`src/core/qrfs_defs.svh`:
```
// timing counts, register offsets and reset values for the qr sequencer
`ifndef QRFS_DEFS_SVH
`define QRFS_DEFS_SVH

`define QRFS_CLK_NS 40
`define QRFS_BLANK_MIN_NS 4160
`define QRFS_BLANK_MAX_NS 16000
`define QRFS_FMAX_KHZ 240
`define QRFS_FORCE_NS 2700
`define QRFS_VALLEY_NS 197
`define QRFS_STARTER_NS 100000
`define QRFS_ON_MAX_NS 20000
`define QRFS_RESTART_S 2

`define QRFS_BLANK_MIN_CYC \
	((`QRFS_BLANK_MIN_NS + `QRFS_CLK_NS - 1) / `QRFS_CLK_NS)
`define QRFS_BLANK_MAX_CYC (`QRFS_BLANK_MAX_NS / `QRFS_CLK_NS)
`define QRFS_MIN_PERIOD_CYC \
	((1000000 + `QRFS_FMAX_KHZ * `QRFS_CLK_NS - 1) / \
	(`QRFS_FMAX_KHZ * `QRFS_CLK_NS))
`define QRFS_BLANK_SPAN (`QRFS_BLANK_MAX_CYC - `QRFS_BLANK_MIN_CYC)
`define QRFS_FORCE_CYC ((`QRFS_FORCE_NS + `QRFS_CLK_NS - 1) / `QRFS_CLK_NS)
`define QRFS_VALLEY_CYC \
	((`QRFS_VALLEY_NS + `QRFS_CLK_NS - 1) / `QRFS_CLK_NS)
`define QRFS_STARTER_CYC (`QRFS_STARTER_NS / `QRFS_CLK_NS)
`define QRFS_ON_MAX_CYC (`QRFS_ON_MAX_NS / `QRFS_CLK_NS)
`define QRFS_RESTART_CYC (`QRFS_RESTART_S * 1000000000 / `QRFS_CLK_NS)

`define QRFS_ADDR_CTRL 4'h0
`define QRFS_ADDR_FB 4'h1
`define QRFS_ADDR_LINE 4'h2
`define QRFS_ADDR_STATUS 4'h3
`define QRFS_ADDR_LOCK 4'h4
`define QRFS_ADDR_BLANK 4'h5

`define QRFS_CTRL_RESET 8'h01
`define QRFS_FB_RESET 8'hff
`define QRFS_LINE_RESET 8'h00

`endif

```
`src/core/qrfs_pkg.sv`:
```
// types shared by the qr flyback switch sequencer
package qrfs_pkg;

	typedef enum logic [2:0] {
		ST_CHARGE,
		ST_SEQ,
		ST_RUN,
		ST_FAULT
	} qrfs_state_type;

	// comparator flags, each high while the analog level is above its trip
	typedef struct packed {
		logic supply_fold;
		logic regulator_on;
		logic supply_on;
		logic supply_off;
		logic driver_good_set;
		logic driver_good_clr;
		logic driver_ov;
		logic burst_hi;
		logic burst_lo;
		logic lock_hi;
		logic lock_lo;
		logic zd_arm;
		logic zd_trig;
		logic trim_low;
		logic thermal;
		logic rect_short;
		logic peak_limit;
	} qrfs_flags_type;

	typedef struct packed {
		logic charge_en;
		logic charge_full;
		logic regulator_en;
		logic first_start_switch;
		logic gate_pulldown_switch;
		logic line_sense_connect_switch;
		logic low_side_sense;
	} qrfs_sw_type;

endpackage : qrfs_pkg

```
`src/core/qrfs_sequencer.sv`:
```
// quasi-resonant flyback switch sequencer: start-up, trigger and burst
`timescale 1ns/1ps
`include "qrfs_defs.svh"

module qrfs_sequencer
	import qrfs_pkg::*;
#(
	parameter int unsigned RESTART_CYC = `QRFS_RESTART_CYC
) (
	input wire logic clk_in,
	input wire logic rst_n_in,
	input wire qrfs_flags_type flags_in,
	input wire logic [3:0] reg_addr_in,
	input wire logic [7:0] reg_wdata_in,
	input wire logic reg_wr_in,
	input wire logic reg_rd_in,
	output logic [7:0] reg_rdata_out,
	output qrfs_sw_type switches_out,
	output logic gate_drive_out
);

	localparam logic [11:0] BLANK_MIN = 12'(`QRFS_BLANK_MIN_CYC);
	localparam logic [11:0] MIN_PERIOD = 12'(`QRFS_MIN_PERIOD_CYC);
	localparam logic [8:0] BLANK_SPAN = 9'(`QRFS_BLANK_SPAN);
	localparam logic [11:0] FORCE_CYC = 12'(`QRFS_FORCE_CYC);
	localparam logic [11:0] STARTER_CYC = 12'(`QRFS_STARTER_CYC);
	localparam logic [11:0] ON_MAX_CYC = 12'(`QRFS_ON_MAX_CYC);
	localparam logic [2:0] VALLEY_CYC = 3'(`QRFS_VALLEY_CYC);
	localparam logic [25:0] RESTART_LAST = 26'(RESTART_CYC - 1);

	// two-stage synchroniser on every comparator flag
	qrfs_flags_type meta_reg;
	qrfs_flags_type sync_reg;
	qrfs_flags_type prev_reg;

	qrfs_state_type state_reg;
	qrfs_state_type state_next;
	qrfs_sw_type sw_reg;
	qrfs_sw_type sw_next;
	logic [2:0] step_reg;
	logic [25:0] restart_reg;

	logic [7:0] ctrl_reg;
	logic [7:0] fb_reg;
	logic [7:0] line_reg;
	logic [7:0] rdata_reg;
	logic [7:0] rdata_next;

	logic drv_ok_reg;
	logic burst_run_reg;
	logic lock_en_reg;
	logic trim_off_reg;
	logic armed_reg;
	logic ever_armed_reg;
	logic on_reg;
	logic gate_reg;
	logic pend_reg;
	logic [2:0] dly_reg;
	logic [11:0] cyc_reg;
	logic [11:0] on_cnt_reg;
	logic [3:0] vcnt_reg;
	logic [3:0] lock_cnt_reg;
	logic lock_valid_reg;
	logic [11:0] blank_reg;

	wire logic zd_fall;
	wire logic zd_rise;
	wire logic run_ok;
	wire logic fire;
	wire logic qualify;
	wire logic blank_done;
	wire logic force_due;
	wire logic starter_due;
	wire logic fault_hit;
	wire logic on_end;
	wire logic [16:0] fb_prod;
	wire logic [11:0] blank_fb;
	wire logic [11:0] blank_trim;
	wire logic [11:0] blank_sum;
	wire logic [11:0] blank_len;
	wire logic [7:0] status_word;
	wire logic bus_wr_ctrl;
	wire logic bus_wr_fb;
	wire logic bus_wr_line;
	wire logic lock_hit;
	wire logic period_ok;
	wire logic [11:0] fb_scaled;
	wire logic gate_next;
	wire logic [2:0] step_next;
	wire logic [25:0] restart_next;
	wire logic lock_capture;
	wire logic zd_count;
	wire logic drv_set;
	wire logic drv_clr;
	wire logic burst_set;
	wire logic burst_clr;
	wire logic lock_set;
	wire logic lock_clr;

	// flags cross in from the analog side
	always_ff @(posedge clk_in) begin
		meta_reg <= flags_in;
		sync_reg <= meta_reg;
		prev_reg <= sync_reg;
	end

	// edge detection on the synchronised zero-detect flags
	assign zd_fall = prev_reg.zd_trig & ~sync_reg.zd_trig;
	assign zd_rise = ~prev_reg.zd_arm & sync_reg.zd_arm;

	// register bus decode
	assign bus_wr_ctrl = reg_wr_in & (reg_addr_in == `QRFS_ADDR_CTRL);
	assign bus_wr_fb = reg_wr_in & (reg_addr_in == `QRFS_ADDR_FB);
	assign bus_wr_line = reg_wr_in & (reg_addr_in == `QRFS_ADDR_LINE);

	assign status_word = {1'b0, state_reg[1:0], lock_valid_reg,
		armed_reg, burst_run_reg, drv_ok_reg, trim_off_reg};

	always_comb begin
		rdata_next = 8'h00;
		if (reg_rd_in) begin
			case (reg_addr_in)
				`QRFS_ADDR_CTRL: rdata_next = ctrl_reg;
				`QRFS_ADDR_FB: rdata_next = fb_reg;
				`QRFS_ADDR_LINE: rdata_next = line_reg;
				`QRFS_ADDR_STATUS: rdata_next = status_word;
				`QRFS_ADDR_LOCK: rdata_next = {4'h0, lock_cnt_reg};
				`QRFS_ADDR_BLANK: rdata_next = blank_reg[11:4];
				default: rdata_next = 8'h00;
			endcase
		end
	end

	always_ff @(posedge clk_in) begin
		if (!rst_n_in) begin
			ctrl_reg <= `QRFS_CTRL_RESET;
			fb_reg <= `QRFS_FB_RESET;
			line_reg <= `QRFS_LINE_RESET;
			rdata_reg <= 8'h00;
		end else begin
			if (bus_wr_ctrl)
				ctrl_reg <= reg_wdata_in;
			if (bus_wr_fb)
				fb_reg <= reg_wdata_in;
			if (bus_wr_line)
				line_reg <= reg_wdata_in;
			rdata_reg <= rdata_next;
		end
	end

	// feedback code 0 sits at burst threshold, 255 at frequency reduction
	assign fb_prod = 17'(BLANK_SPAN) * 17'(8'hff - fb_reg);
	// divide by full scale so code 0 lands exactly on the maximum
	assign fb_scaled = 12'(fb_prod / 17'h0_00ff);
	assign blank_fb = BLANK_MIN + fb_scaled;
	// trim raises the blanking by two cycles per line code step
	assign blank_trim = trim_off_reg ? 12'h000 :
		{3'b000, line_reg, 1'b0};
	assign blank_sum = blank_fb + blank_trim;
	// floor keeps the period clear of the frequency ceiling
	assign blank_len = (blank_sum < MIN_PERIOD) ? MIN_PERIOD : blank_sum;

	// trigger qualification
	assign blank_done = (cyc_reg >= blank_reg);
	// lock ignores blanking, so the period floor is kept here
	assign period_ok = (cyc_reg >= MIN_PERIOD);
	// the locked edge is the one that brings the count to the latch
	assign lock_hit = (4'(vcnt_reg + 4'h1) == lock_cnt_reg) &
		period_ok;
	assign qualify = zd_fall & armed_reg & ~on_reg & ~pend_reg &
		(lock_valid_reg ? lock_hit : blank_done);
	assign zd_count = zd_fall & ~on_reg & (vcnt_reg != 4'hf);
	assign gate_next = on_reg & run_ok & ~sync_reg.driver_ov;
	assign lock_capture = fire & ~lock_valid_reg &
		(vcnt_reg != 4'h0);
	assign force_due = ever_armed_reg & ~on_reg & ~pend_reg &
		(cyc_reg >= blank_reg + FORCE_CYC);
	assign starter_due = ~ever_armed_reg & ~on_reg & ~pend_reg &
		(cyc_reg >= STARTER_CYC);

	assign run_ok = (state_reg == ST_RUN) & drv_ok_reg & burst_run_reg &
		ctrl_reg[0];
	assign fire = run_ok & ((pend_reg & (dly_reg == 3'h0)) |
		force_due | starter_due);
	assign on_end = on_reg & (sync_reg.peak_limit |
		(on_cnt_reg >= ON_MAX_CYC));
	assign fault_hit = sync_reg.thermal | sync_reg.rect_short;

	// start-up sequencer
	always_comb begin
		state_next = state_reg;
		sw_next = sw_reg;
		sw_next.charge_full = sync_reg.supply_fold;
		if (sync_reg.regulator_on)
			sw_next.regulator_en = 1'b1;
		case (state_reg)
			ST_CHARGE: begin
				sw_next.charge_en = 1'b1;
				sw_next.first_start_switch = 1'b1;
				sw_next.gate_pulldown_switch = 1'b0;
				sw_next.line_sense_connect_switch = 1'b0;
				sw_next.low_side_sense = 1'b0;
				if (sync_reg.supply_on)
					state_next = ST_SEQ;
			end
			ST_SEQ: begin
				// one switch per cycle, in the fixed order
				case (step_reg)
					3'h0: sw_next.charge_en = 1'b0;
					3'h1: sw_next.first_start_switch = 1'b0;
					3'h2: sw_next.gate_pulldown_switch = 1'b1;
					3'h3: sw_next.line_sense_connect_switch = 1'b1;
					3'h4: sw_next.low_side_sense = 1'b1;
					default: state_next = ST_RUN;
				endcase
			end
			ST_RUN: begin
				if (fault_hit)
					state_next = ST_FAULT;
			end
			ST_FAULT: begin
				if (restart_reg == RESTART_LAST)
					state_next = ST_RUN;
			end
			default: state_next = ST_CHARGE;
		endcase
		// supply collapse overrides everything
		if (state_reg != ST_CHARGE && !sync_reg.supply_off)
			state_next = ST_CHARGE;
	end

	assign step_next = (state_reg == ST_SEQ) ? step_reg + 3'h1 : 3'h0;
	assign restart_next = (state_reg == ST_FAULT) ?
		restart_reg + 26'h000_0001 : 26'h000_0000;

	// all control state clears under lockout
	always_ff @(posedge clk_in) begin
		if (!rst_n_in) begin
			state_reg <= ST_CHARGE;
			sw_reg <= '0;
			step_reg <= 3'h0;
			restart_reg <= 26'h000_0000;
		end else begin
			state_reg <= state_next;
			sw_reg <= sw_next;
			step_reg <= step_next;
			restart_reg <= restart_next;
		end
	end

	// hysteresis set and clear conditions, set has priority
	assign drv_set = sync_reg.driver_good_set;
	assign drv_clr = ~sync_reg.driver_good_clr;
	assign burst_set = sync_reg.burst_hi;
	assign burst_clr = ~sync_reg.burst_lo;
	assign lock_set = sync_reg.lock_hi;
	assign lock_clr = ~sync_reg.lock_lo;

	// hysteretic condition flags
	always_ff @(posedge clk_in) begin
		if (!rst_n_in) begin
			drv_ok_reg <= 1'b0;
			burst_run_reg <= 1'b0;
			lock_en_reg <= 1'b0;
			trim_off_reg <= 1'b0;
		end else begin
			if (drv_set)
				drv_ok_reg <= 1'b1;
			else if (drv_clr)
				drv_ok_reg <= 1'b0;
			if (burst_set)
				burst_run_reg <= 1'b1;
			else if (burst_clr)
				burst_run_reg <= 1'b0;
			if (lock_set)
				lock_en_reg <= 1'b1;
			else if (lock_clr)
				lock_en_reg <= 1'b0;
			// sampled only while charging, held until next power-on
			if (state_reg == ST_CHARGE)
				trim_off_reg <= sync_reg.trim_low;
		end
	end

	// switching cycle timing
	always_ff @(posedge clk_in) begin
		if (!rst_n_in) begin
			armed_reg <= 1'b0;
			ever_armed_reg <= 1'b0;
			on_reg <= 1'b0;
			gate_reg <= 1'b0;
			pend_reg <= 1'b0;
			dly_reg <= 3'h0;
			cyc_reg <= 12'h000;
			on_cnt_reg <= 12'h000;
			vcnt_reg <= 4'h0;
			blank_reg <= BLANK_MIN;
		end else begin
			// arming wins over the clear of a same-cycle turn-on
			if (zd_rise)
				armed_reg <= 1'b1;
			else if (fire)
				armed_reg <= 1'b0;
			if (zd_rise)
				ever_armed_reg <= 1'b1;
			if (fire) begin
				on_reg <= 1'b1;
				pend_reg <= 1'b0;
				cyc_reg <= 12'h000;
				on_cnt_reg <= 12'h000;
				vcnt_reg <= 4'h0;
				blank_reg <= blank_len;
			end else begin
				if (on_end)
					on_reg <= 1'b0;
				if (on_reg)
					on_cnt_reg <= on_cnt_reg + 12'h001;
				if (cyc_reg != 12'hfff)
					cyc_reg <= cyc_reg + 12'h001;
				if (zd_count)
					vcnt_reg <= vcnt_reg + 4'h1;
				if (qualify) begin
					pend_reg <= 1'b1;
					dly_reg <= trim_off_reg ? 3'h0 : VALLEY_CYC;
				end else if (pend_reg && dly_reg != 3'h0) begin
					dly_reg <= dly_reg - 3'h1;
				end
			end
			// stop at once when switching is no longer allowed
			if (!run_ok) begin
				on_reg <= 1'b0;
				pend_reg <= 1'b0;
			end
			gate_reg <= gate_next;
		end
	end

	// valley count captured at the first turn-on with a nonzero count while the lock is enabled, then held
	always_ff @(posedge clk_in) begin
		if (!rst_n_in) begin
			lock_cnt_reg <= 4'h0;
			lock_valid_reg <= 1'b0;
		end else if (!lock_en_reg) begin
			lock_valid_reg <= 1'b0;
		end else if (lock_capture) begin
			lock_cnt_reg <= vcnt_reg;
			lock_valid_reg <= 1'b1;
		end
	end

	assign reg_rdata_out = rdata_reg;
	assign switches_out = sw_reg;
	assign gate_drive_out = gate_reg;

endmodule : qrfs_sequencer

```
`config.mk`:
```
export PLATFORM = sky130hd
export DESIGN_NAME = qrfs_sequencer
export DESIGN_NICKNAME = d
export VERILOG_FILES = /design/src/core/qrfs_pkg.sv /design/src/core/qrfs_sequencer.sv
export VERILOG_INCLUDE_DIRS = /design/src /design/src/core
export SDC_FILE = /design/constraint.sdc
export NUM_CORES = 1
export LEC_CHECK = 0
export BUFFER_PORTS_ARGS = -buffer_cell sky130_fd_sc_hd__buf_4
export CAP_MARGIN = 20
export CORE_MARGIN = 5
export CORE_UTILIZATION = 45
export DETAILED_ROUTE_END_ITERATION = 10
export PLACE_DENSITY = 0.69
export SLEW_MARGIN = 10
export SYNTH_ARGS = -nofsm -noshare
export SYNTH_HDL_FRONTEND = slang
export SYNTH_SLANG_ARGS = --single-unit
export TNS_END_PERCENT = 100
```
`constraint.sdc`:
```
create_clock -name clk_in -period 24.5 [get_ports clk_in]
set_input_delay 0 -clock clk_in [delete_from_list [all_inputs] [get_ports clk_in]]
set_output_delay 0 -clock clk_in [all_outputs]
set_load 0.05 [all_outputs]
```
==> flow_summary.yaml, run 1 <==
run_status:
  status: "complete, no violations"
layout:
  syn_to_layout_area_delta_pct: 15.9
  number_of_flip_flops_under_the_largest_register_name: 26
  layout-drive-gt1-share_pct: 11.4
  multi_input_comb_area_um2: 5960
  fin_util_pct: 52.9
  design_area_um2: 11100
  num-fill-cells: 1836
  finish.net_count: 1267
  antenna-diode-count: 0
  flip_flop_and_latch_area_um2: 3240
worst_setup_path:
  critPathCapture: "blank_reg[3]$_SDFFE_PN1P_"
  timing.critical_path.from: "fb_reg[7]$_SDFFE_PN1P_"
  worst-r2r-cell-count: 41
  rr_endpoint: "blank_reg[3]$_SDFFE_PN1P_"
  crit_path_max_fanout: 11
  crit_path_frequent_cell: "ha_1"
  critPathMaxStageDelay_ps: 690
  arr_time_crit_path_ps: 10200
  worstPathRequired_ps: 24860
  worstSetupEndpointType: "flop"
  criticalPathCategory: "reg -> reg"
  critical_r2r_launch: "fb_reg[7]$_SDFFE_PN1P_"
  worst-r2r-setup-slack_ps: 14660
  worst_setup_path_start_kind: "flop"
  cp_slowest_cell: "nor4_1"
sta:
  final_min_period_over_clock_period_pct: 40.2
  fmax_ghz: 0.102
  clock_skew_ps: 14.9
  rsz0062_at_grt: "false"
  transition_at_the_pin_with_the_smallest_max_transition_slack_ps: 1020
  min_period_ps: 9840
  fin_tns_setup_ps: 0
  slew_viol_final: 0
  slew_headroom_pct: 31.5
  hold_viol_final: 0
  finalSetupViolCount: 0
floorplanning:
  core_um2: 21000
  ioPinCount: 49
  die-area_um2: 24400
  die_h_um: 156
  die_width_um: 156
  fp-row-count: 53
  initial_utilization_pct: 45.7
global_routing:
  groute.usage.overall_pct: 18.0
  first_global_vias: 7527
  grt_overflow: 0
  pin_count_of_the_biggest_net_entering_global_routing: 63
  initial_antenna_violation_count: 0
  grt_first_pass_wirelength_um: 36400
placement:
  number_of_input_and_output_port_buffers_inserted: 48
  post_dp_cell_area_um2: 10200
  hpwlAfterDp_um: 15900
  globalplace.congestion: 0.875
clock_network:
  cts-root-to-sink-buffers: 2
  cell_at_the_root_of_the_clock_tree: "clkbuf_16"
  cts_resized: 0
  htreeDepth: 4
  cts_sink_cnt: 162
  clkTransAtPathRegs_ps: 60
  cts_buffers: 17
  clk-insertion-delay-late_ps: 440
  cts_tree: "built"
run:
  cap_viol_max_count: 0
synthesis:
  yosys.cell_types.count: 95
  postSynthCellCount: 1077
  ys.flop_type: "dfxtp_1"
  synthesis.area_per_instance_um2: 8.91
  dominant_cell_by_count_in_the_synthesized_netlist: "dfxtp_1"
  synth_top_cells_by_area: "dfxtp_1 34%, ha_1 10%, mux2i_1 3.9%"
  yosys_register_bits: 162
  ys_seq_area_share_pct: 33.8
  synth-edff-count: 0
  yosys_warnings: 0
  post_synth_instance_area_um2: 9600
  netlist.top_cell.by_area: "dfxtp_1"
  postSynth.asyncResetShare_pct: 0
  synth_top_cells_by_count: "162 x dfxtp_1, 95 x nor2_1, 80 x ha_1"
  synth.top_cell.area_share_pct: 33.8
worst_hold_path:
  hp-class: "in -> reg"
routing:
  detailroute.via_count: 7821
  drtIter0Drc: 481
  route.detailed.drc: 0
  firstDrtPassIters: 5
  post_drt_via_cell_ratio: 5.44
  ant_nets: 0
  routed_wirelength_normalized_by_instance_count_um: 15.0
  detail_route.wirelength_um: 21500
power:
  power.density_nw_per_um2: 52.5
  ir_drop_mv: 0.0588
  leakage_nw: 4.90
## worst max-delay path: cells and delay by family, from the launching register on
| family | cells | cell delay [ps] |
|---|---|---|
| AOI/OAI and AO/OA | 17 | 3840 |
| and+or+nand+nor | 10 | 2700 |
| adders and majority gates | 8 | 2380 |
| DFF | 1 | 400 |
| buffers and inverters | 5 | 350 |
| xor gates and xnor gates | 1 | 110 |
## where the power goes
group	internal, mW	switching [mW]	total, mW
Sequential	0.269	0.00454	0.274
Combinational	0.0195	0.0232	0.0426
Clock	0.155	0.112	0.267
## worst min-delay path by stage
stage	slack, ps	from	cells past startpoint	endpoint
6_report	70	reg_addr_in[1]	3	reg_rdata_out[1]$_SDFF_PN0_
5_1_grt	70	reg_addr_in[1]	3	reg_rdata_out[1]$_SDFF_PN0_
4_1_cts	30	reg_addr_in[1]	3	reg_rdata_out[3]$_SDFF_PN0_
3_5_place_dp	110	flags_in[15]	1	meta_reg[15]$_DFF_P_
3_3_place_gp	100	flags_in[2]	1	meta_reg[2]$_DFF_P_
2_1_floorplan	30	flags_in[0]	0	meta_reg[0]$_DFF_P_
## through the flow
| stage | std cells | hold slack, ps | total power, mW | setup WS (ps) |
|---|---|---|---|---|
| finish | 1437 | 71.0 | 0.584 | 14660 |
| CTS | 1437 | 31.5 | 0.589 | 14770 |
| global route | 1437 | 71.3 | 0.606 | 13720 |
| detailed placement | 1370 | 106 | 0.318 | 14830 |
| global placement | 1370 | 104 | 0.318 | 15090 |
| floorplan | 1078 | 27.7 | 0.306 | 15910 |
## cell families (layout without fill, tap and decap cells)
logic type	after synthesis	in the layout	share of synthesized area, %
simple gates	378	378	20.3
compound gates	226	226	17.7
flops	162	162	33.8
buf+inv	102	186	4.11
fa+ha+maj	85	85	11.5
xor+xnor	73	73	7.01
mux	49	49	5.62
other cells	2	3	0.0782
## area by class of cell
type,count,share of cell area [%]
Inverter,71,2.40
Clock buffer,20,4.02
Sequential cell,162,29.2
Clock inverter,12,1.34
Multi-Input combinational cell,814,53.6
Tap cell,275,3.09
Timing Repair Buffer,83,6.39
## placed cells by master, fill, tap and decap left out, types with 6 or more instances in the layout
master         Yosys  layout
nor2_1            95      95
mux2_2             9       9
xnor2_1           30      30
o21ai_0           36      36
nand2b_1          10      10
a22oi_1           17      17
xor2_1            40      40
o21a_1             9       9
buf_4              0      48
ha_1              80      80
dlygate4sd3_1      0      35
a31oi_1            9       9
nand4_1           13      13
a211oi_1           6       6
nand2_1           76      76
o211ai_1           7       7
nor2b_1           46      46
nor3_1            17      17
and3_1            22      22
mux2i_1           37      37
nand3_1           40      40
and2_1             7       7
inv_1             71      71
nor4_1             9       9
or3_1              8       8
a21o_1            19      19
clkbuf_16          0      17
dfxtp_1          162     162
a21oi_1           47      47
## per-layer routing
layer	track usage, %	vias up	wire length (um)
met4	5.75	0	400
met2	28.5	163	9840
met1	24.7	3657	10300
li1	-	3970	-
met3	3.66	31	936
met5	0	-	0
## timing repair
item,CTS,global route
setup buffers,0,0
hold buffers,35,0
endpoints found under the hold margin,46,0
(Power assumes the default switching activity.)
==> inputs of run 2 (changes only) <==
Settings changed: PLACE_DENSITY 0.69 to 0.71.
Clock period 24.5 ns to 8.8 ns, I/O delays scaled along.
==> run 2 against run 1 <==
Compared with the run above:
- sequential share of layout area shrank 2.3 points
- combinational power grew to 3.1 times the previous value
- wire length grew 8.2%
- design area increased by 8.6%
- fmax increased by 14%
- non-clock buffer count increased by 62
==> flow_summary.yaml, run 2 (synthesis gave the netlist of run 1 again) <==
layout:
  final_common_cell: "dfxtp_1"
  layout-drive-gt1-share_pct: 21.3
  fin_util_pct: 57.5
  layout.cells.most_common_list: "161 x dfxtp_1, 115 x buf_4, 92 x nor2_1"
  design_area_um2: 12100
  antenna-diode-count: 0
  finish.net_count: 1329
  number_of_flip_flops_under_the_largest_register_name: 26
  syn_to_layout_area_delta_pct: 25.9
placement:
  post-place-ws_ps: -131
  post_dp_cell_area_um2: 10400
  number_of_input_and_output_port_buffers_inserted: 48
  globalplace.congestion: 0.872
  hpwlAfterDp_um: 16200
worst_setup_path:
  worstPathRequired_ps: 9130
  rr_endpoint: "blank_reg[6]$_SDFFE_PN1P_"
  worstSetupEndpointType: "flop"
  critical_r2r_launch: "fb_reg[3]$_SDFFE_PN1P_"
  cp_slowest_cell: "or4_4"
  worst-r2r-setup-slack_ps: 170
  critPathMaxStageDelay_ps: 530
  worst_setup_path_start_kind: "flop"
  crit_path_frequent_cell: "ha_1"
  criticalPathCategory: "reg -> reg"
  arr_time_crit_path_ps: 8960
  worst-r2r-cell-count: 41
  crit_path_max_fanout: 5
power:
  post-layout-total-power_mw: 1.63
  leakage_nw: 5.36
  ir_drop_mv: 0.128
  power.density_nw_per_um2: 135
floorplanning:
  core_um2: 21000
  fp-row-count: 53
  ioPinCount: 49
  die_h_um: 156
  die_width_um: 156
  die-area_um2: 24400
  initial_utilization_pct: 45.7
global_routing:
  first_global_vias: 7586
  grt_util_met2_pct: 29.7
  top_usage_layer: "met2"
  grt_first_pass_wirelength_um: 36500
  globalRouteMet1Util_pct: 24.0
  pin_count_of_the_biggest_net_entering_global_routing: 63
  groute.usage.overall_pct: 17.9
  initial_antenna_violation_count: 0
  grt_overflow: 0
  grt.met3_usage_pct: 3.30
clock_network:
  cell_at_the_root_of_the_clock_tree: "clkbuf_16"
  clkTransAtPathRegs_ps: 70
  cts-root-to-sink-buffers: 2
  cts_buffers: 17
  clk-insertion-delay-late_ps: 420
  cts_tree: "built"
  cts_sink_cnt: 162
  htreeDepth: 4
sta:
  finalWorstSetupSlack_ps: 168
  slew_headroom_pct: 34.5
  final_min_period_over_clock_period_pct: 98.1
  min_period_ps: 8630
  clock_skew_ps: 9.28
  fmax_ghz: 0.116
  hold_viol_final: 0
  slew_viol_final: 0
  transition_at_the_pin_with_the_smallest_max_transition_slack_ps: 980
  finalSetupViolCount: 0
run_status:
  status: "complete, no violations"
routing:
  detailroute.via_count: 8239
  drtIter0Drc: 566
  route.detailed.drc: 0
  detail_route.wirelength_um: 23300
  routed_wirelength_normalized_by_instance_count_um: 15.5
  firstDrtPassIters: 5
  post_drt_via_cell_ratio: 5.50
  ant_nets: 0
worst_hold_path:
  min_delay_path_depth: 2
  hp-class: "in -> reg"
  hold_end: "fb_reg[1]$_SDFFE_PN1P_"
  min_from: "rst_n_in"
run:
  cap_viol_max_count: 0
-- run 2: changes by cell type in the layout (fill, tap and decap cells not counted), moves of 3 or more --
cell           previous run  this run
xnor2_1                  30        27
ha_1                     80        75
nor4_1                    9         6
nand3_1                  40        37
nor2_1                   95        92
a21oi_1                  47        42
a21oi_2                   3         6
dlygate4sd3_1            35        28
nor2_4                    0         4
o21ai_0                  36        33
nor3_1                   17        14
buf_4                    48       115
ha_4                      0         4
-- run 2: worst max-delay path, delay by kind of cell, from the launching register on --
kind	cells	cell delay (ps)
compound gates	12	2210
xor+xnor	2	360
fa+ha+maj	8	2210
buf+inv	7	810
flops	1	380
simple gates	12	2570
-- run 2: layout make-up --
| type | count | area (um2) |
|---|---|---|
| sequential | 162 | 3240 |
| clock buffer | 17 | 425 |
| tap | 275 | 344 |
| multi-input combinational | 814 | 6470 |
| clock inverter | 15 | 161 |
| inverter | 71 | 267 |
| fill | 1771 | 8940 |
| timing repair buffer | 145 | 1170 |
-- run 2: what timing repair did --
action,in CTS,in global routing
hold endpoints to repair,43,0
pin swaps,5,56
resized for setup,24,71
setup endpoints to repair,7,10
setup buffers,4,37
hold buffers,28,0
gates cloned,0,0
-- run 2: worst max path at each step --
stage                                      start                   endpoint  slack (ps)
after floorplan           fb_reg[7]$_SDFFE_PN1P_  blank_reg[0]$_SDFFE_PN0P_         210
after global placement    fb_reg[3]$_SDFFE_PN1P_  blank_reg[3]$_SDFFE_PN1P_          10
after detailed placement  fb_reg[5]$_SDFFE_PN1P_  blank_reg[3]$_SDFFE_PN1P_        -130
after CTS                 fb_reg[3]$_SDFFE_PN1P_  blank_reg[3]$_SDFFE_PN1P_           3
after global routing      fb_reg[3]$_SDFFE_PN1P_  blank_reg[6]$_SDFFE_PN1P_        -250
final                     fb_reg[3]$_SDFFE_PN1P_  blank_reg[6]$_SDFFE_PN1P_         170
-- run 2: per-layer routing --
layer  wire, um  vias to the layer above
met3        954                       43
li1           -                     4082
met2      11200                      186
met4        553                        0
met5          0                        -
met1      10600                     3928
-- run 2: power by group --
part	internal (mW)	leakage [nW]	switching (mW)
Clock	0.403	0.277	0.329
Combinational	0.0627	3.76	0.0708
Sequential	0.750	1.32	0.0125
-- run 2: per-stage QoR --
stage                     std cells  TNS [ps]  hold WS, ps
after floorplan                1078         0         27.7
final                          1499         0         23.3
after CTS                      1463         0         12.8
after global routing           1499     -1710         40.7
after detailed placement       1399      -599          106
after global placement         1399         0          104
